===== src/lpt_pkg.sv =====
// Package with register map, field positions and types for the printer port
package lpt_pkg;
    localparam logic [1:0] ADDR_DATA = 2'h0;
    localparam logic [1:0] ADDR_KEY_STATE = 2'h1;
    localparam logic [1:0] ADDR_DRIVE = 2'h2;

    localparam logic [7:0] KEY_INPUT = 8'haa;
    localparam logic [7:0] KEY_OUTPUT = 8'h55;

    localparam int DRV_PULSE = 0;
    localparam int DRV_FEED = 1;
    localparam int DRV_RESTART = 2;
    localparam int DRV_CHOOSE = 3;
    localparam int DRV_IRQ_EN = 4;
    localparam int DRV_DIR = 5;

    localparam int ST_PEND = 2;
    localparam int ST_FAULT = 3;
    localparam int ST_ONLINE = 4;
    localparam int ST_MEDIA = 5;
    localparam int ST_ACK = 6;
    localparam int ST_BUSY = 7;

    localparam logic [7:0] DATA_RST = 8'hff;
    localparam logic [7:0] DRIVE_RST = 8'h00;
    localparam logic [1:0] STATE_UNUSED = 2'h3;
    localparam logic [2:0] READBACK_UNUSED = 3'h7;

    // Minimum acknowledge low time, ns, and the clock period, ns
    localparam int ACK_MIN_NS = 75;
    localparam int CLK_NS = 100;
    localparam int ACK_MIN_CYC = (ACK_MIN_NS + CLK_NS - 1) / CLK_NS;

    typedef struct packed {
        logic cs_n;
        logic rd_n;
        logic wr_n;
        logic [1:0] addr;
        logic [7:0] wdata;
    } host_req_t;

    typedef struct packed {
        logic fault;
        logic online;
        logic media;
        logic ack_n;
        logic busy;
    } lpt_status_t;

    typedef struct packed {
        logic pulse_n;
        logic feed_n;
        logic restart;
        logic choose_n;
    } lpt_hs_t;
endpackage


===== src/parallel_printer_port.sv =====
// Bidirectional printer-style parallel port with host register access
// Overview of operation
// - Address 0 data latch; 1 key write, state read; 2 drive write, readback.
// - Reading the state view drops the interrupt and sets pending bit to 1.
// - Falling acknowledge edge clears state bit 2, marking interrupt pending.
// - State view bits 1 and 0 always read 1.
// - State bits 3..6 show fault, online, out-of-media, acknowledge levels.
// - State bit 7 reads the inverse of busy.
// - Readback shows actual handshake pin states and interrupt enable.
// - Readback bits 0,1,3 are 1 when low; bit 2 when high; bit 4 enable.
// - Readback bits 7 to 5 always read 1.
// - Drive bits 0,1,3 set outputs low when 1; bit 2 restart high when 1.
// - Drive bit 4 enables the interrupt output.
// - Mode pin high: drive bit 5 picks direction, 1 input; key ignored.
// - Mode pin low: key AA gives input, 55 gives output; bit 5 ignored.
// - Data latch bit n maps to data line n for reads and writes.
// - Reset: data lines output high, handshake high, restart low.
// - Output mode keeps driving the last written data until the next write.
// - Master reset loads data FF, drive 00, output mode, pending 1, interrupt low.
`timescale 1ns/1ps
module parallel_printer_port (
    // Clock and reset
    input wire logic clk_in,
    input wire logic sys_rst_in,
    // Host register port
    input wire logic lpt_chip_sel_n_in,
    input wire logic host_rd_n_in,
    input wire logic host_wr_n_in,
    input wire logic [1:0] host_addr_in,
    input wire logic [7:0] host_wdata_in,
    output logic [7:0] host_rdata_out,
    // Direction mode strap
    input wire logic dir_mode_pin_in,
    // Parallel data lines
    input wire logic [7:0] lpt_data_lines_in,
    output logic [7:0] lpt_data_lines_out,
    output logic lpt_data_lines_oe_out,
    // Handshake outputs
    output logic lpt_data_pulse_line_n_out,
    output logic lpt_autofeed_line_n_out,
    output logic lpt_restart_line_out,
    output logic lpt_choose_line_n_out,
    // Status inputs
    input wire logic lpt_fault_line_in,
    input wire logic lpt_online_line_in,
    input wire logic lpt_out_of_media_line_in,
    input wire logic lpt_ack_line_n_in,
    input wire logic lpt_busy_line_in,
    // Interrupt
    output logic lpt_irq_out
);
    typedef struct packed {
        logic [7:0] data;
        logic [7:0] drive;
        logic key_input;
        logic pend_n;
        logic rd_prev;
        logic wr_prev;
        logic [7:0] rdata;
        logic [7:0] pd_out;
        logic pd_oe;
        lpt_pkg::lpt_hs_t hs;
        logic irq;
    } port_state_t;

    port_state_t s_q;
    port_state_t s_d;
    lpt_pkg::host_req_t req;
    lpt_pkg::lpt_status_t st;
    logic ack_fall;
    logic rd_act;
    logic wr_act;
    logic rd_start;
    logic wr_start;
    logic input_mode;
    logic [7:0] state_view;
    logic [7:0] readback;

    assign req = '{cs_n: lpt_chip_sel_n_in, rd_n: host_rd_n_in,
                   wr_n: host_wr_n_in, addr: host_addr_in,
                   wdata: host_wdata_in};
    assign st = '{fault: lpt_fault_line_in, online: lpt_online_line_in,
                  media: lpt_out_of_media_line_in,
                  ack_n: lpt_ack_line_n_in, busy: lpt_busy_line_in};

    // An acknowledge pulse of one clock period already covers the minimum
    lpt_fall_detect u_ack_fall (
        .clk_in(clk_in),
        .sys_rst_in(sys_rst_in),
        .level_in(st.ack_n),
        .fall_out(ack_fall)
    );

    assign rd_act = ~req.cs_n & ~req.rd_n;
    assign wr_act = ~req.cs_n & ~req.wr_n;
    // One action per strobe, on its leading edge
    assign rd_start = rd_act & ~s_q.rd_prev;
    assign wr_start = wr_act & ~s_q.wr_prev;

    always_comb begin
        input_mode = dir_mode_pin_in ? s_q.drive[lpt_pkg::DRV_DIR]
                                     : s_q.key_input;
        state_view = {~st.busy, st.ack_n, st.media, st.online,
                      st.fault, s_q.pend_n, lpt_pkg::STATE_UNUSED};
        // Readback samples the registered pin drivers, the real pin states
        readback = {lpt_pkg::READBACK_UNUSED,
                    s_q.drive[lpt_pkg::DRV_IRQ_EN],
                    ~s_q.hs.choose_n, s_q.hs.restart,
                    ~s_q.hs.feed_n, ~s_q.hs.pulse_n};
    end

    always_comb begin
        s_d = s_q;
        s_d.rd_prev = rd_act;
        s_d.wr_prev = wr_act;
        if (wr_start) begin
            unique case (req.addr)
                lpt_pkg::ADDR_DATA: begin
                    s_d.data = req.wdata;
                end
                lpt_pkg::ADDR_KEY_STATE: begin
                    if (req.wdata == lpt_pkg::KEY_INPUT) begin
                        s_d.key_input = 1'b1;
                    end else if (req.wdata == lpt_pkg::KEY_OUTPUT) begin
                        s_d.key_input = 1'b0;
                    end
                    // Other key values leave direction alone
                end
                lpt_pkg::ADDR_DRIVE: begin
                    s_d.drive = req.wdata;
                end
                default: begin
                end
            endcase
        end
        // Acknowledge edge wins over a concurrent status read
        if (rd_start && req.addr == lpt_pkg::ADDR_KEY_STATE) begin
            s_d.pend_n = 1'b1;
        end
        if (ack_fall) begin
            s_d.pend_n = 1'b0;
        end
        if (rd_act) begin
            unique case (req.addr)
                lpt_pkg::ADDR_DATA: begin
                    s_d.rdata = input_mode ? lpt_data_lines_in
                                           : s_q.data;
                end
                lpt_pkg::ADDR_KEY_STATE: begin
                    s_d.rdata = state_view;
                end
                lpt_pkg::ADDR_DRIVE: begin
                    s_d.rdata = readback;
                end
                default: begin
                    s_d.rdata = 8'hff;
                end
            endcase
        end
        s_d.pd_out = s_q.data;
        s_d.pd_oe = ~input_mode;
        s_d.hs.pulse_n = ~s_q.drive[lpt_pkg::DRV_PULSE];
        s_d.hs.feed_n = ~s_q.drive[lpt_pkg::DRV_FEED];
        s_d.hs.restart = s_q.drive[lpt_pkg::DRV_RESTART];
        s_d.hs.choose_n = ~s_q.drive[lpt_pkg::DRV_CHOOSE];
        s_d.irq = ~s_d.pend_n & s_q.drive[lpt_pkg::DRV_IRQ_EN];
    end

    always_ff @(posedge clk_in) begin
        if (sys_rst_in) begin
            s_q.data <= lpt_pkg::DATA_RST;
            s_q.drive <= lpt_pkg::DRIVE_RST;
            s_q.key_input <= 1'b0;
            s_q.pend_n <= 1'b1;
            s_q.rd_prev <= 1'b0;
            s_q.wr_prev <= 1'b0;
            s_q.rdata <= 8'h00;
            s_q.pd_out <= lpt_pkg::DATA_RST;
            s_q.pd_oe <= 1'b1;
            s_q.hs <= 4'hd;
            s_q.irq <= 1'b0;
        end else begin
            s_q <= s_d;
        end
    end

    assign host_rdata_out = s_q.rdata;
    assign lpt_data_lines_out = s_q.pd_out;
    assign lpt_data_lines_oe_out = s_q.pd_oe;
    assign lpt_data_pulse_line_n_out = s_q.hs.pulse_n;
    assign lpt_autofeed_line_n_out = s_q.hs.feed_n;
    assign lpt_restart_line_out = s_q.hs.restart;
    assign lpt_choose_line_n_out = s_q.hs.choose_n;
    assign lpt_irq_out = s_q.irq;

    // Interrupt and pending flag
    a_irq_follows: assert property (@(posedge clk_in)
        disable iff (sys_rst_in)
        ##1 lpt_irq_out == (~$past(s_d.pend_n) & $past(s_q.drive[4])))
        else $error("interrupt output wrong");

    a_ack_pends: assert property (@(posedge clk_in)
        disable iff (sys_rst_in)
        ack_fall |=> !s_q.pend_n)
        else $error("ack fall did not set pending");

    // The interrupt drops at the same edge as the pending bit
    a_read_clears: assert property (@(posedge clk_in)
        disable iff (sys_rst_in)
        rd_start && req.addr == 2'h1 && !ack_fall
        |=> s_q.pend_n && !lpt_irq_out)
        else $error("status read did not clear pending");

    a_pend_holds: assert property (@(posedge clk_in)
        disable iff (sys_rst_in)
        !ack_fall && !(rd_start && req.addr == 2'h1)
        |=> s_q.pend_n == $past(s_q.pend_n))
        else $error("pending bit changed without cause");

    a_ack_irq: assert property (@(posedge clk_in)
        disable iff (sys_rst_in)
        ack_fall && s_q.drive[4] |=> lpt_irq_out)
        else $error("ack fall did not raise interrupt");

    a_irq_masked: assert property (@(posedge clk_in)
        disable iff (sys_rst_in)
        !s_q.drive[4] |=> !lpt_irq_out)
        else $error("interrupt raised while disabled");

    // Read views
    a_state_ones: assert property (@(posedge clk_in)
        disable iff (sys_rst_in)
        rd_act && req.addr == 2'h1 |=> host_rdata_out[1:0] == 2'h3)
        else $error("state unused bits not one");

    a_busy_inv: assert property (@(posedge clk_in)
        disable iff (sys_rst_in)
        rd_act && req.addr == 2'h1 |=> host_rdata_out[7] == !$past(st.busy))
        else $error("busy bit not inverted");

    a_state_levels: assert property (@(posedge clk_in)
        disable iff (sys_rst_in)
        rd_act && req.addr == 2'h1 |=> host_rdata_out[6:3] ==
        $past({st.ack_n, st.media, st.online, st.fault}))
        else $error("status levels wrong");

    a_state_pend: assert property (@(posedge clk_in)
        disable iff (sys_rst_in)
        rd_act && req.addr == 2'h1 |=> host_rdata_out[2] == $past(s_q.pend_n))
        else $error("pending bit not shown");

    a_readback_hi: assert property (@(posedge clk_in)
        disable iff (sys_rst_in)
        rd_act && req.addr == 2'h2 |=> host_rdata_out[7:5] == 3'h7)
        else $error("readback unused bits not one");

    a_readback_pins: assert property (@(posedge clk_in)
        disable iff (sys_rst_in)
        rd_act && req.addr == 2'h2 |=> host_rdata_out[4:0] ==
        {$past(s_q.drive[4]), ~$past(lpt_choose_line_n_out),
        $past(lpt_restart_line_out), ~$past(lpt_autofeed_line_n_out),
        ~$past(lpt_data_pulse_line_n_out)})
        else $error("readback does not match pins");

    a_data_rd_out: assert property (@(posedge clk_in)
        disable iff (sys_rst_in)
        rd_act && req.addr == 2'h0 && !input_mode
        |=> host_rdata_out == $past(s_q.data))
        else $error("latch read wrong");

    a_data_rd_in: assert property (@(posedge clk_in)
        disable iff (sys_rst_in)
        rd_act && req.addr == 2'h0 && input_mode
        |=> host_rdata_out == $past(lpt_data_lines_in))
        else $error("pin read wrong");

    a_odd_addr: assert property (@(posedge clk_in)
        disable iff (sys_rst_in)
        rd_act && req.addr == 2'h3 |=> host_rdata_out == 8'hff)
        else $error("unmapped read not all ones");

    a_rdata_hold: assert property (@(posedge clk_in)
        disable iff (sys_rst_in)
        !rd_act |=> host_rdata_out == $past(host_rdata_out))
        else $error("read data changed without read");

    // Direction selection
    a_key_dir: assert property (@(posedge clk_in)
        disable iff (sys_rst_in)
        wr_start && req.addr == 2'h1 && req.wdata == 8'haa && !dir_mode_pin_in
        ##1 !dir_mode_pin_in |=> !lpt_data_lines_oe_out)
        else $error("key AA did not select input");

    a_key_out: assert property (@(posedge clk_in)
        disable iff (sys_rst_in)
        wr_start && req.addr == 2'h1 && req.wdata == 8'h55 |=> !s_q.key_input)
        else $error("key 55 did not select output");

    a_key_other: assert property (@(posedge clk_in)
        disable iff (sys_rst_in)
        wr_start && req.addr == 2'h1 && req.wdata != 8'haa &&
        req.wdata != 8'h55 |=> s_q.key_input == $past(s_q.key_input))
        else $error("other key value changed direction");

    a_pin_dir: assert property (@(posedge clk_in)
        disable iff (sys_rst_in)
        dir_mode_pin_in |=> lpt_data_lines_oe_out == !$past(s_q.drive[5]))
        else $error("drive bit 5 direction wrong");

    a_key_mode_dir: assert property (@(posedge clk_in)
        disable iff (sys_rst_in)
        !dir_mode_pin_in |=> lpt_data_lines_oe_out == !$past(s_q.key_input))
        else $error("key direction wrong");

    // Data latch and handshake pins
    a_data_drive: assert property (@(posedge clk_in)
        disable iff (sys_rst_in)
        wr_start && req.addr == 2'h0
        |=> ##1 lpt_data_lines_out == $past(req.wdata, 2))
        else $error("data latch not driven");

    a_data_hold: assert property (@(posedge clk_in)
        disable iff (sys_rst_in)
        !(wr_start && req.addr == 2'h0) |=> s_q.data == $past(s_q.data))
        else $error("data latch changed without write");

    a_pd_follows: assert property (@(posedge clk_in)
        disable iff (sys_rst_in)
        ##1 lpt_data_lines_out == $past(s_q.data))
        else $error("data lines do not follow latch");

    a_drive_write: assert property (@(posedge clk_in)
        disable iff (sys_rst_in)
        wr_start && req.addr == 2'h2 |=> s_q.drive == $past(req.wdata))
        else $error("drive register not written");

    a_restart_pin: assert property (@(posedge clk_in)
        disable iff (sys_rst_in)
        ##1 lpt_restart_line_out == $past(s_q.drive[2]))
        else $error("restart output wrong");

    a_pulse_pin: assert property (@(posedge clk_in)
        disable iff (sys_rst_in)
        ##1 lpt_data_pulse_line_n_out == !$past(s_q.drive[0]))
        else $error("data pulse output wrong");

    a_feed_pin: assert property (@(posedge clk_in)
        disable iff (sys_rst_in)
        ##1 lpt_autofeed_line_n_out == !$past(s_q.drive[1]))
        else $error("autofeed output wrong");

    a_choose_pin: assert property (@(posedge clk_in)
        disable iff (sys_rst_in)
        ##1 lpt_choose_line_n_out == !$past(s_q.drive[3]))
        else $error("choose output wrong");
endmodule


===== src/lpt_fall_detect.sv =====
// Falling edge detector for the acknowledge input
`timescale 1ns/1ps
module lpt_fall_detect (
    // Clock and reset
    input wire logic clk_in,
    input wire logic sys_rst_in,
    // Level in, pulse out
    input wire logic level_in,
    output logic fall_out
);
    typedef struct packed {
        logic prev;
    } fd_state_t;

    fd_state_t s_q;
    fd_state_t s_d;

    always_comb begin
        s_d.prev = level_in;
    end

    // Start high so an input held low through reset counts as a falling edge
    always_ff @(posedge clk_in) begin
        if (sys_rst_in) begin
            s_q.prev <= 1'b1;
        end else begin
            s_q <= s_d;
        end
    end

    assign fall_out = s_q.prev & ~level_in;
endmodule


===== config.mk =====
export PLATFORM = sky130hd
export DESIGN_NAME = parallel_printer_port
export DESIGN_NICKNAME = d
export VERILOG_FILES = /design/src/lpt_pkg.sv /design/src/parallel_printer_port.sv /design/src/lpt_fall_detect.sv
export SDC_FILE = /design/constraint.sdc
export NUM_CORES = 1
export LEC_CHECK = 0
export BUFFER_PORTS_ARGS = -buffer_cell sky130_fd_sc_hd__buf_2
export CAP_MARGIN = 20
export CORE_UTILIZATION = 40
export CTS_CLUSTER_SIZE = 14
export DETAILED_ROUTE_END_ITERATION = 16
export PLACE_DENSITY = 0.61
export SYNTH_ARGS = -nofsm -noshare
export SYNTH_HDL_FRONTEND = slang
export SYNTH_HIERARCHICAL = 1
export SYNTH_SLANG_ARGS = --single-unit

===== constraint.sdc =====
create_clock -name clk_in -period 1.3 [get_ports clk_in]
set_input_delay 0.065 -clock clk_in [delete_from_list [all_inputs] [get_ports clk_in]]
set_output_delay 0.065 -clock clk_in [all_outputs]
set_load 0.005 [all_outputs]

After elaboration in Yosys (flattened, before gate mapping)
Index checks and enable logic that the tools add are counted.

Flip-flop bits (word level): 41. Bits in latches: 0. Bits in writable memories: 0. Memory bits (read-only): 0. Input port bits: 29. Output and inout port bits: 22. Logic and storage cells: 53. Memories: 0.

Add/sub/neg operators: 0. Multiply operators: 0. Div/mod/pow operators: 0. $lt $le $gt $ge: 0. Equal/unequal tests: 4. Shift operators: 0. Mux-type cells: 7. Bitwise operators: 21. Reduce and logical (&&, ||, !) cells: 6.

Operators with widths (number): case mux 8 bit (3 select lines) (1); NOT 1 bit (15); equality test 8 x 7 -> 1 bit (second input constant) (1); equality test 8 bit (second input constant) (1); 2-to-1 mux 8 bit (1); bitwise AND 1 bit (6); 2-to-1 mux 1 bit (5); AND reduction 2 bit (2); AND reduction 3 bit (1); equality test 2 x 1 -> 1 bit (second input constant) (1); equality test 2 bit (second input constant) (1); zero test 2 bit (1); nonzero test 2 bit (1); logical AND 1 bit (1).

Longest topological paths before layout
Gate-level depths: netlist of run 1.

Depth in word-level cells: 8. Gate-level depth with buffers: 5. Gate-level depth less buffers: 3.

By module
Netlist of run 1, hierarchy kept.

Modules (own cells, without submodules): parallel_printer_port (instances 1, cells an instance 183, area an instance 1715.4 um^2, sequential area each 800.8 um^2); lpt_fall_detect (instances 1, cells an instance 3, area an instance 35.0 um^2, sequential area each 20.0 um^2).

Least setup slack after synthesis of run 1
Ideal clock, no wire load.

Kind: register to register. Start: register s_q[22] in the netlist's numbering. End: register s_q[25] in the netlist's numbering. Setup time: 0.116 ns. Arrival: 0.961 ns. Data required time: 1.184 ns. Slack: 0.223 ns. Cell stages (with the launch flop): 5. Path buffers: 1. Period minus slack after synthesis: 1.077 ns. Path through: dfxtp_1 -> nor3_4 -> buf_6 -> a41oi_1 -> a41o_1.

Cells in the longest elaborated chain, start to end: 3.

Ends and longest elaborated chain: start: declaration (line parallel_printer_port.sv:66) `port_state_t s_q;`; NOT 1 bit (line parallel_printer_port.sv:98) `assign wr_start = wr_act & ~s_q.wr_prev;`; bitwise AND 1 bit (line parallel_printer_port.sv:98); AND reduction 3 bit (no source line).

Every way passes these cells. A chain may end at the register's enable or synchronous reset.

Worst setup path in the final report of run 1
Start: input port host_rd_n_in. End: register s_q (netlist bit host_rdata_out[7]).

Cells in the longest elaborated chain, start to end: 2.

Ends and longest elaborated chain: start: declaration (line parallel_printer_port.sv:27) `input wire logic host_rd_n_in,`; NOT 1 bit (line parallel_printer_port.sv:94) `assign rd_act = ~req.cs_n & ~req.rd_n;`; bitwise AND 1 bit (line parallel_printer_port.sv:94).

Every way passes these cells.

==> results of run 1 <==
[registers in the layout, summed over array words and instances (netlist names)]
signal,count
lpt_autofeed_line_n_out,1
u_ack_fall/s_q,1
s_d,9
host_rdata_out,8
lpt_data_lines_oe_out,1
readback,1
lpt_irq_out,1
lpt_restart_line_out,1
lpt_data_lines_out,8
s_q,8
lpt_choose_line_n_out,1
lpt_data_pulse_line_n_out,1
[worst register-to-register path, stage by stage, from the launching register on]
cell and delay [ns]:
dfxtp_1 0.38, nor3_4 0.06, buf_4 0.18, and3_1 0.18
a211o_1 0.27
[cell type report]
class                   count  share of cell area (%)
inverters                   2                   0.358
clock buffers               6                    3.94
multi-input cells         118                    35.9
well taps                  50                    2.99
flip-flops and latches     41                    39.2
clock inverters             2                    1.79
repair buffers             60                    15.9
[cells in the final DEF, fill, tap and decap left out, types with 2 or more instances in the layout]
cell           Yosys  routed
buf_2              4      50
dfxtp_1           41      41
nand3_1           14      14
a21oi_1           13      13
o21ai_0           11      11
and3_1             8       8
a211o_1            8       8
or2_2              8       8
nand2_1            7       7
buf_4             17       7
clkbuf_8           0       6
nor2_1             5       5
a31oi_1            5       5
nor2b_1            4       4
mux2i_1            4       4
or3_1              3       3
nor3b_1            3       3
o221ai_1           3       3
nor3_1             3       3
dlygate4sd3_1      0       3
nand2b_1           2       2
inv_1              2       2
o21a_1             2       2
[layer usage]
| layer | global-route usage, % | wire length (µm) | vias up |
|---|---|---|---|
| met2 | 30.4 | 1870 | 44 |
| met3 | 4.50 | 225 | 6 |
| li1 | - | - | 736 |
| met4 | 6.25 | 52 | 0 |
| met5 | 0 | 0 | - |
| met1 | 24.3 | 1910 | 679 |
[worst paths after layout]
check,depth (start not counted),end
max reg2reg,4,s_d[10]
min,3,host_rdata_out[5]
min reg2reg,1,lpt_autofeed_line_n_out
max,5,host_rdata_out[7]
[kinds of logic (layout without fill, tap and decap cells)]
family,Yosys count,count (layout),synth area share [%]
buffers and inverters,27,70,10.2
multiplexers,6,6,3.72
AO/OA/AOI/OAI,47,47,17.5
flip-flops,41,41,46.9
AND/OR/NAND/NOR,65,65,21.7
[through the flow]
step / utilization [%] / instance area, µm² / setup WS (ns)
floorplan: - / 1750 / 0.223
global placement: 47.6 / 1950 / 0.165
detailed placement: 47.6 / 1950 / 0.141
CTS: 51.3 / 2100 / 0.0548
global route: 51.3 / 2100 / 0.00852
finish: 51.3 / 2100 / 0.0408
[power by group through the flow]
stage | Clock (W) | Sequential [W] | Combinational (W)
3_5_place_dp | 0 | 0.00135 | 0.000251
2_1_floorplan | 0 | 0.00134 | 0.000163
6_report | 0.00106 | 0.00132 | 0.000259
5_1_grt | 0.00115 | 0.00132 | 0.000287
4_1_cts | 0.00108 | 0.00132 | 0.000259
3_3_place_gp | 0 | 0.00135 | 0.000252
[repair_timing]
action                     in CTS  in global routing
setup endpoints to repair       0                  0
hold buffers                    3                  0
hold endpoints to repair        3                  0
gates resized for setup         0                  0
==> impl_metrics.env, run 1 <==
export IMPL_status="finished clean"
export IMPL_postCtsSetupBuffers=0
export IMPL_cp_top_family="buffers and inverters"
export IMPL_gp_congestion=0.818
export IMPL_skew_ns=0.00509
export IMPL_hold_violations=0
export IMPL_worstHoldStart="lpt_data_lines_in[5]"
export IMPL_fill_cells=416
export IMPL_fin_crit_sh_pct=96.9
export IMPL_drc=0
export IMPL_clockRootBuffer="clkbuf_8"
export IMPL_yosys_area_top_type_share_pct=46.9
export IMPL_p_per_area_nw_per_um2=1260
export IMPL_grt_max_degree=17
export IMPL_ys_seq_area_share_pct=46.9
export IMPL_crit_start="host_rd_n_in"
export IMPL_synth_cell_types=38
export IMPL_cts_buffers=5
export IMPL_dieArea_um2=4640
export IMPL_synth_area_leader_cell="dfxtp_1"
export IMPL_setup_violations_final=0
export IMPL_port_buffers=50
export IMPL_ys_flop_type="dfxtp_1"
export IMPL_cp_max_fo=4
export IMPL_layout_drive_gt1_share_pct=34.5
export IMPL_clkPwrFrac_pct=40.2
export IMPL_synthTopCellsByArea="dfxtp_1 47%, buf_4 7.3%, a211o_1 4.0%"
export IMPL_synth_edf_count=0
export IMPL_crit_type="in -> reg"
export IMPL_antennaDiodeCount=0
export IMPL_area_growth_syn_to_layout_pct=19.7
export IMPL_cts_max_level=2
export IMPL_coreArea_um2=4090
export IMPL_max_cap_violations=0
export IMPL_clkLatencyLatePin_ns=0.29
export IMPL_wirelength_um=4050
export IMPL_ys_seq_elements=41
export IMPL_critical_path_max_stage_delay_ns=0.54
export IMPL_boundaryPins=51
export IMPL_leakage_nw=0.884
export IMPL_vias_per_cell=5.25
export IMPL_yosys_warnings=6
export IMPL_stdcell_count=279
export IMPL_antenna_found_initial=0
export IMPL_die_x_um=68.2
export IMPL_swShare_pct=22.7
export IMPL_synthArstFlopShare_pct=0
export IMPL_ant_nets=0
export IMPL_cts_sinks=41
export IMPL_cp_slowest_cell="dlygate4sd3_1"
export IMPL_cp_required_ns=1.47
export IMPL_setup_tns_ns=0
export IMPL_num_vias=1465
export IMPL_wl_per_cell_um=14.5
export IMPL_regArea_um2=821
export IMPL_netSwitchingPower_w=0.000599
export IMPL_worstMarginPinSlew_ns=0.388
export IMPL_nets=257
export IMPL_gr_total_overflow=0
export IMPL_arrival_ns=1.43
export IMPL_first_iter_violations=52
export IMPL_clockBufferDepth=2
export IMPL_slew_viol_final=0
export IMPL_seqPwrFrac_pct=50.0
export IMPL_critPathLaunchType="primary input"
export IMPL_synth_area_um2=1750
export IMPL_rsz0062_at_grt="false"
export IMPL_clk_pin_slew_ns=0.08
export IMPL_synth_fp_nets=215
export IMPL_max_slew_margin_rel_pct=74.1
export IMPL_post_route_min_period_ns=1.26
export IMPL_combPwrFrac_pct=9.8
export IMPL_postSynthAreaPerCell_um2=9.41
export IMPL_syn_instance_count=186
export IMPL_multi_input_area_um2=752
export IMPL_hold_path_class="in -> reg"
export IMPL_crit_path_end_kind="flip-flop"
export IMPL_whs_ns=0.0323
export IMPL_clock_fmax_mhz=794
export IMPL_vdd_drop_max_mv=0.763
export IMPL_path_cells="dlygate4sd3_1 -> buf_2 -> or3_1 -> nor2_1 -> a21oi_1"
export IMPL_p_int_w=0.00204
export IMPL_grt_pass1_vias=1344
export IMPL_cp_buffers_inverters=2
export IMPL_timing_rr_start="s_q[22]"
export IMPL_placedCellCount=268
export IMPL_firstDrtPassIters=4
export IMPL_floorplan_initialDensity_pct=42.8
export IMPL_ys_top_cells_by_count="41 x dfxtp_1, 17 x buf_4, 14 x nand3_1, 13 x a21oi_1, 11 x o21ai_0"
export IMPL_regToRegSetupSlack_ns=0.12
export IMPL_grt_total_usage_pct=18.8
export IMPL_power_w=0.00264
export IMPL_die_h_um=68.2
export IMPL_tritoncts="done"
export IMPL_num_rows=23
export IMPL_dp_hpwl_um=3080
export IMPL_yosysMostFrequentCell="dfxtp_1"
export IMPL_grt_pass1_wl_um=6300
No activity file was read; power rests on OpenSTA's default activity.
==> inputs of run 2 (changes only) <==
--- a/config.mk
+++ b/config.mk
@@ -5,12 +5,13 @@
 export SDC_FILE = /design/constraint.sdc
 export NUM_CORES = 1
 export LEC_CHECK = 0
-export BUFFER_PORTS_ARGS = -buffer_cell sky130_fd_sc_hd__buf_2
 export CAP_MARGIN = 20
 export CORE_UTILIZATION = 40
+export CTS_CLUSTER_DIAMETER = 100
 export CTS_CLUSTER_SIZE = 14
 export DETAILED_ROUTE_END_ITERATION = 16
-export PLACE_DENSITY = 0.61
+export DONT_BUFFER_PORTS = 1
+export PLACE_DENSITY = 0.51
 export SYNTH_ARGS = -nofsm -noshare
 export SYNTH_HDL_FRONTEND = slang
 export SYNTH_HIERARCHICAL = 1
==> run 2 against run 1 <==
Via count is 7.4% lower. Largest cell class unchanged. Non-clock buffer count shrank 35. Sequential share of layout area is 1.9 points higher. Critical path depth fell by 2.
==> impl_metrics.env, run 2 (synthesis results as in run 1) <==
export IMPL_critical_path_max_stage_delay_ns=0.40
export IMPL_path_cells="or3_1 -> o21ai_0 -> a21oi_1"
export IMPL_hold_path_class="in -> reg"
export IMPL_grt_total_usage_pct=21.4
export IMPL_post_route_min_period_ns=1.17
export IMPL_cp_max_fo=6
export IMPL_wl_per_cell_um=18.3
export IMPL_area_growth_syn_to_layout_pct=14.3
export IMPL_arrival_ns=1.32
export IMPL_fin_crit_sh_pct=89.9
export IMPL_cp_slowest_cell="or3_1"
export IMPL_layout_drive_gt1_share_pct=13.9
export IMPL_ant_nets=0
export IMPL_worstMarginPinSlew_ns=0.868
export IMPL_busiest_layer="met2"
export IMPL_largest_reg_flops=9
export IMPL_antennaDiodeCount=0
export IMPL_clk_pin_slew_ns=0.08
export IMPL_cts_resized=0
export IMPL_setup_tns_ns=0
export IMPL_finalWorstSetupSlack_ns=0.131
export IMPL_slew_viol_final=0
export IMPL_firstDrtPassIters=4
export IMPL_setup_violations_final=0
export IMPL_dp_hpwl_um=3120
export IMPL_vias_per_cell=5.56
export IMPL_port_buffers=0
export IMPL_die_h_um=68.2
export IMPL_fill_cells=418
export IMPL_tritoncts="done"
export IMPL_p_per_area_nw_per_um2=1300
export IMPL_cts_max_level=2
export IMPL_post_place_ws_ns=0.147
export IMPL_leakage_nw=0.756
export IMPL_boundaryPins=51
export IMPL_max_slew_margin_rel_pct=41.9
export IMPL_regArea_um2=821
export IMPL_final_cell_mix="41 x dfxtp_1, 20 x dlygate4sd3_1, 14 x nand3_1"
export IMPL_clockBufferDepth=2
export IMPL_hold_violations=0
export IMPL_gr_total_overflow=0
export IMPL_max_cap_violations=0
export IMPL_die_x_um=68.2
export IMPL_crit_type="reg -> reg"
export IMPL_grt_pass1_wl_um=7030
export IMPL_gp_congestion=0.782
export IMPL_wirelength_um=4460
export IMPL_nets=222
export IMPL_multi_input_area_um2=752
export IMPL_dieArea_um2=4640
export IMPL_grt_max_degree=28
export IMPL_num_rows=23
export IMPL_grt_pass1_vias=1398
export IMPL_grt_use_met2_pct=34.2
export IMPL_use_met1_pct=27.0
export IMPL_coreArea_um2=4090
export IMPL_rsz0062_at_grt="false"
export IMPL_clkLatencyLatePin_ns=0.30
export IMPL_critPathLaunchType="flip-flop"
export IMPL_skew_ns=0.00550
export IMPL_clock_fmax_mhz=856
export IMPL_cts_sinks=41
export IMPL_clockRootBuffer="clkbuf_8"
export IMPL_num_vias=1357
export IMPL_crit_path_end_kind="flip-flop"
export IMPL_cts_buffers=5
export IMPL_gr_usage_met3_pct=7.33
export IMPL_power_w=0.00260
export IMPL_first_iter_violations=65
export IMPL_cp_required_ns=1.45
export IMPL_antenna_found_initial=0
export IMPL_vdd_drop_max_mv=0.617
export IMPL_floorplan_initialDensity_pct=42.8
export IMPL_final_common_cell="dfxtp_1"
export IMPL_drc=0
export IMPL_status="finished clean"
run 2: changes by cell type in the layout (fill, tap and decap cells not counted):
cell,previous run,this run
buf_2,50,0
buf_4,7,5
dlygate4sd3_1,3,20
run 2: repair_timing:
item	CTS	global route
endpoints found under the hold margin	34	0
hold buffers	20	0
setup buffers	0	0
run 2: where the power goes:
group,switching (W),internal (W),total (W)
Sequential,0.0000296,0.00130,0.00133
Combinational,0.0000950,0.000107,0.000202
Clock,0.000450,0.000624,0.00107
run 2: path summary, 6_finish.rpt:
path	endpoint	depth (start not counted)	slack (ns)	startpoint
max	s_d[2]	3	0.13	s_q[22]
min	host_rdata_out[5]	2	0.01	host_addr_in[0]
max reg2reg	s_d[2]	3	0.13	s_q[22]
min reg2reg	lpt_choose_line_n_out	1	0.40	s_q[29]
run 2: per-stage QoR:
stage / util (%) / cells / hold WS (ns) / cell area (µm²)
floorplan: - / 186 / 0.142 / 1750
global placement: 41.1 / 216 / 0.140 / 1680
detailed placement: 41.1 / 216 / 0.139 / 1680
CTS: 49.0 / 244 / 0.00000297 / 2000
global route: 49.0 / 244 / 0.00193 / 2000
finish: 49.0 / 244 / 0.0104 / 2000
run 2: metal layers:
layer | up-vias | part of all wire [%]
met5 | - | 0
met4 | 0 | 1.1
met3 | 5 | 7.5
met2 | 45 | 47
met1 | 641 | 45
li1 | 666 | -
run 2: final cells by class:
cell class	count	area share [%]
Tap cell	50	3.13
Multi-Input combinational cell	118	37.6
Inverter	2	0.375
Clock buffer	6	4.13
Clock inverter	2	1.88
Timing Repair Buffer	25	11.9
Sequential cell	41	41.0
run 2: worst max-delay path, delay by kind of cell, from the launching register on:
family,cells,cell delay (ns)
simple gates,1,0.40
compound gates,2,0.29
flops,1,0.34
==> inputs of run 3 (changes only) <==
--- a/config.mk
+++ b/config.mk
@@ -5,7 +5,8 @@
 export SDC_FILE = /design/constraint.sdc
 export NUM_CORES = 1
 export LEC_CHECK = 0
-export CAP_MARGIN = 20
+export ABC_AREA = 1
+export CAP_MARGIN = 25
 export CORE_UTILIZATION = 40
 export CTS_CLUSTER_DIAMETER = 100
 export CTS_CLUSTER_SIZE = 14
==> run 3 against run 2 <==
Non-clock buffer count fell by 7. Hold slack worse by 0.0064 ns. Critical endpoint is now host_rdata_out[4]. Die area is 1.9% higher. Maximum frequency up 1.8%. Via count rose by 4.9%. Synthesized cell count rose by 26%. Clock skew shrank 0.00095 ns. Global-route usage fell by 2.5 points. Register-to-register slack improved by 0.13 ns. Combinational power up 9%. Sequential cell count unchanged. Total power down 5.4%.
==> impl_metrics.env, run 3 <==
export IMPL_die_h_um=68.8
export IMPL_drc=0
export IMPL_first_iter_violations=79
export IMPL_clk_pin_slew_ns=0.08
export IMPL_vias_per_cell=4.92
export IMPL_ys_seq_area_share_pct=46.0
export IMPL_grt_total_usage_pct=18.9
export IMPL_antenna_found_initial=0
export IMPL_combPwrFrac_pct=9.0
export IMPL_cp_max_fo=12
export IMPL_ant_nets=0
export IMPL_crit_path_end_kind="flip-flop"
export IMPL_hold_path_end="host_rdata_out[7]"
export IMPL_syn_instance_count=235
export IMPL_final_util_pct=47.8
export IMPL_hold_depth=3
export IMPL_synth_area_leader_cell="dfxtp_1"
export IMPL_placedCellCount=264
export IMPL_netSwitchingPower_w=0.000588
export IMPL_synth_cell_types=24
export IMPL_dp_hpwl_um=2960
export IMPL_cp_slowest_cell="dlygate4sd3_1"
export IMPL_grt_max_degree=32
export IMPL_crit_type="in -> reg"
export IMPL_slew_viol_final=0
export IMPL_yosysMostFrequentCell="nand2_1"
export IMPL_floorplan_initialDensity_pct=43.1
export IMPL_yosys_area_top_type_share_pct=46.0
export IMPL_dieArea_um2=4730
export IMPL_rsz0062_at_grt="false"
export IMPL_clockBufferDepth=2
export IMPL_synth_fp_nets=264
export IMPL_ys_top_cells_by_count="48 x nand2_1, 41 x dfxtp_1, 23 x inv_1, 17 x nor2_1, 17 x o21ai_1"
export IMPL_grt_pass1_vias=1350
export IMPL_max_cap_violations=0
export IMPL_synth_area_um2=1780
export IMPL_finalWorstSetupSlack_ns=0.152
export IMPL_boundaryPins=51
export IMPL_largest_reg_flops=9
export IMPL_seqPwrFrac_pct=53.9
export IMPL_skew_ns=0.00455
export IMPL_post_route_min_period_ns=1.15
export IMPL_die_x_um=68.8
export IMPL_critPathLaunchType="primary input"
export IMPL_cp_buffers_inverters=2
export IMPL_cp_top_family="buffers and inverters"
export IMPL_area_growth_syn_to_layout_pct=10.9
export IMPL_postSynthAreaPerCell_um2=7.59
export IMPL_synthTopCellsByArea="dfxtp_1 46%, nand2_1 10%, buf_4 6.7%"
export IMPL_cts_buffers=5
export IMPL_p_per_area_nw_per_um2=1240
export IMPL_vdd_drop_max_mv=0.686
export IMPL_wl_per_cell_um=13.8
export IMPL_gr_total_overflow=0
export IMPL_firstDrtPassIters=4
export IMPL_r2r_end="host_rdata_out[5]"
export IMPL_regToRegSetupSlack_ns=0.26
export IMPL_ys_flop_type="dfxtp_1"
export IMPL_fin_crit_sh_pct=88.3
export IMPL_wirelength_um=3990
export IMPL_nets=267
export IMPL_gp_congestion=0.861
export IMPL_worstHoldStart="lpt_busy_line_in"
export IMPL_hold_path_class="in -> reg"
export IMPL_setup_violations_final=0
export IMPL_path_cells="dlygate4sd3_1 -> nor2_2 -> buf_4 -> nand3_1 -> o21ai_0 -> a21oi_1"
export IMPL_num_vias=1423
export IMPL_layout_drive_gt1_share_pct=12.1
export IMPL_clkPwrFrac_pct=37.1
export IMPL_synthArstFlopShare_pct=0
export IMPL_coreArea_um2=4140
export IMPL_swShare_pct=23.9
export IMPL_clock_fmax_mhz=871
export IMPL_leakage_nw=0.898
export IMPL_setup_tns_ns=0
export IMPL_port_buffers=0
export IMPL_num_rows=23
export IMPL_clockRootBuffer="clkbuf_8"
export IMPL_antennaDiodeCount=0
export IMPL_worstMarginPinSlew_ns=0.487
export IMPL_p_int_w=0.00188
export IMPL_final_common_cell="nand2_1"
export IMPL_clkLatencyLatePin_ns=0.29
export IMPL_critical_path_max_stage_delay_ns=0.55
export IMPL_ys_seq_elements=41
export IMPL_cp_required_ns=1.48
export IMPL_post_place_ws_ns=0.278
export IMPL_grt_pass1_wl_um=6260
export IMPL_max_slew_margin_rel_pct=67.5
export IMPL_yosys_warnings=6
export IMPL_status="finished clean"
export IMPL_tritoncts="done"
export IMPL_stdcell_count=289
export IMPL_final_cell_mix="48 x nand2_1, 41 x dfxtp_1, 23 x inv_1"
export IMPL_rr_worst_depth=6
export IMPL_arrival_ns=1.33
export IMPL_synth_edf_count=0
export IMPL_hold_violations=0
export IMPL_timing_rr_start="s_q[31]"
export IMPL_cts_max_level=2
export IMPL_cts_sinks=41
[run 3: cell types whose count changed after synthesis, moves of 6 or more]
cell,change
a211o_1,-8
and3_1,-8
nor2_1,+12
o211ai_1,+6
nand2_1,+41
o21ai_0,-8
o21ai_1,+17
inv_1,+21
[run 3: area by class of cell]
| type | count | area, µm² |
|---|---|---|
| fill | 440 | 2160 |
| sequential | 41 | 821 |
| multi-input combinational | 143 | 703 |
| timing repair buffer | 18 | 180 |
| inverter | 29 | 111 |
| clock buffer | 7 | 96.3 |
| tap | 50 | 62.6 |
| clock inverter | 1 | 5.00 |
[run 3: per-stage QoR]
step / hold WS [ns] / instance area [µm²] / total power [W]
3_5_place_dp: 0.138 / 1710 / 0.00153
5_1_grt: 0.0129 / 1980 / 0.00257
3_3_place_gp: 0.137 / 1710 / 0.00153
2_1_floorplan: 0.142 / 1780 / 0.00153
4_1_cts: 0.00623 / 1980 / 0.00248
6_report: 0.00395 / 1980 / 0.00246
[run 3: cells by family (layout without fill, tap and decap cells)]
kind of cell    after synthesis  in the layout  share of synthesized area [%]
flops                        41             41                           46.0
compound gates               42             42                           12.8
buf+inv                      51             55                           14.6
simple gates                101            101                           26.6
[run 3: worst max path at each step]
stage,from,end,cells past startpoint,slack (ns)
final,host_rd_n_in,host_rdata_out[4],6,0.15
after global routing,host_rd_n_in,host_rdata_out[4],6,0.002
after CTS,sys_rst_in,s_q[22],3,0.03
after detailed placement,s_q[31],host_rdata_out[5],6,0.28
after global placement,s_q[25],host_rdata_out[5],6,0.31
after floorplan,s_q[31],host_rdata_out[4],6,0.39
[run 3: power groups by stage]
stage / registers, W / clock network (W) / logic [W]
2_1_floorplan: 0.00135 / 0 / 0.000183
3_3_place_gp: 0.00136 / 0 / 0.000170
3_5_place_dp: 0.00136 / 0 / 0.000173
4_1_cts: 0.00133 / 0.000924 / 0.000224
5_1_grt: 0.00134 / 0.000982 / 0.000251
6_report: 0.00133 / 0.000914 / 0.000221
[run 3: routing by layer]
metal | track usage [%] | vias up | wire (µm)
met5 | 0 | - | 0
met4 | 5.36 | 0 | 40
met2 | 29.4 | 50 | 1800
met1 | 23.9 | 631 | 1770
li1 | - | 737 | -
met3 | 7.73 | 5 | 374
[run 3: what timing repair did]
action | 4_1_cts | 5_1_grt
endpoints found under the setup margin | 0 | 1
resized for setup | 0 | 1
setup buffers | 0 | 0
endpoints found under the hold margin | 26 | 0
hold buffers | 17 | 0
[run 3: tightest hold or removal path: stages]
cell and delay, ns:
nor2_1 0.02, nor2_1 0.10, a21oi_1 0.07
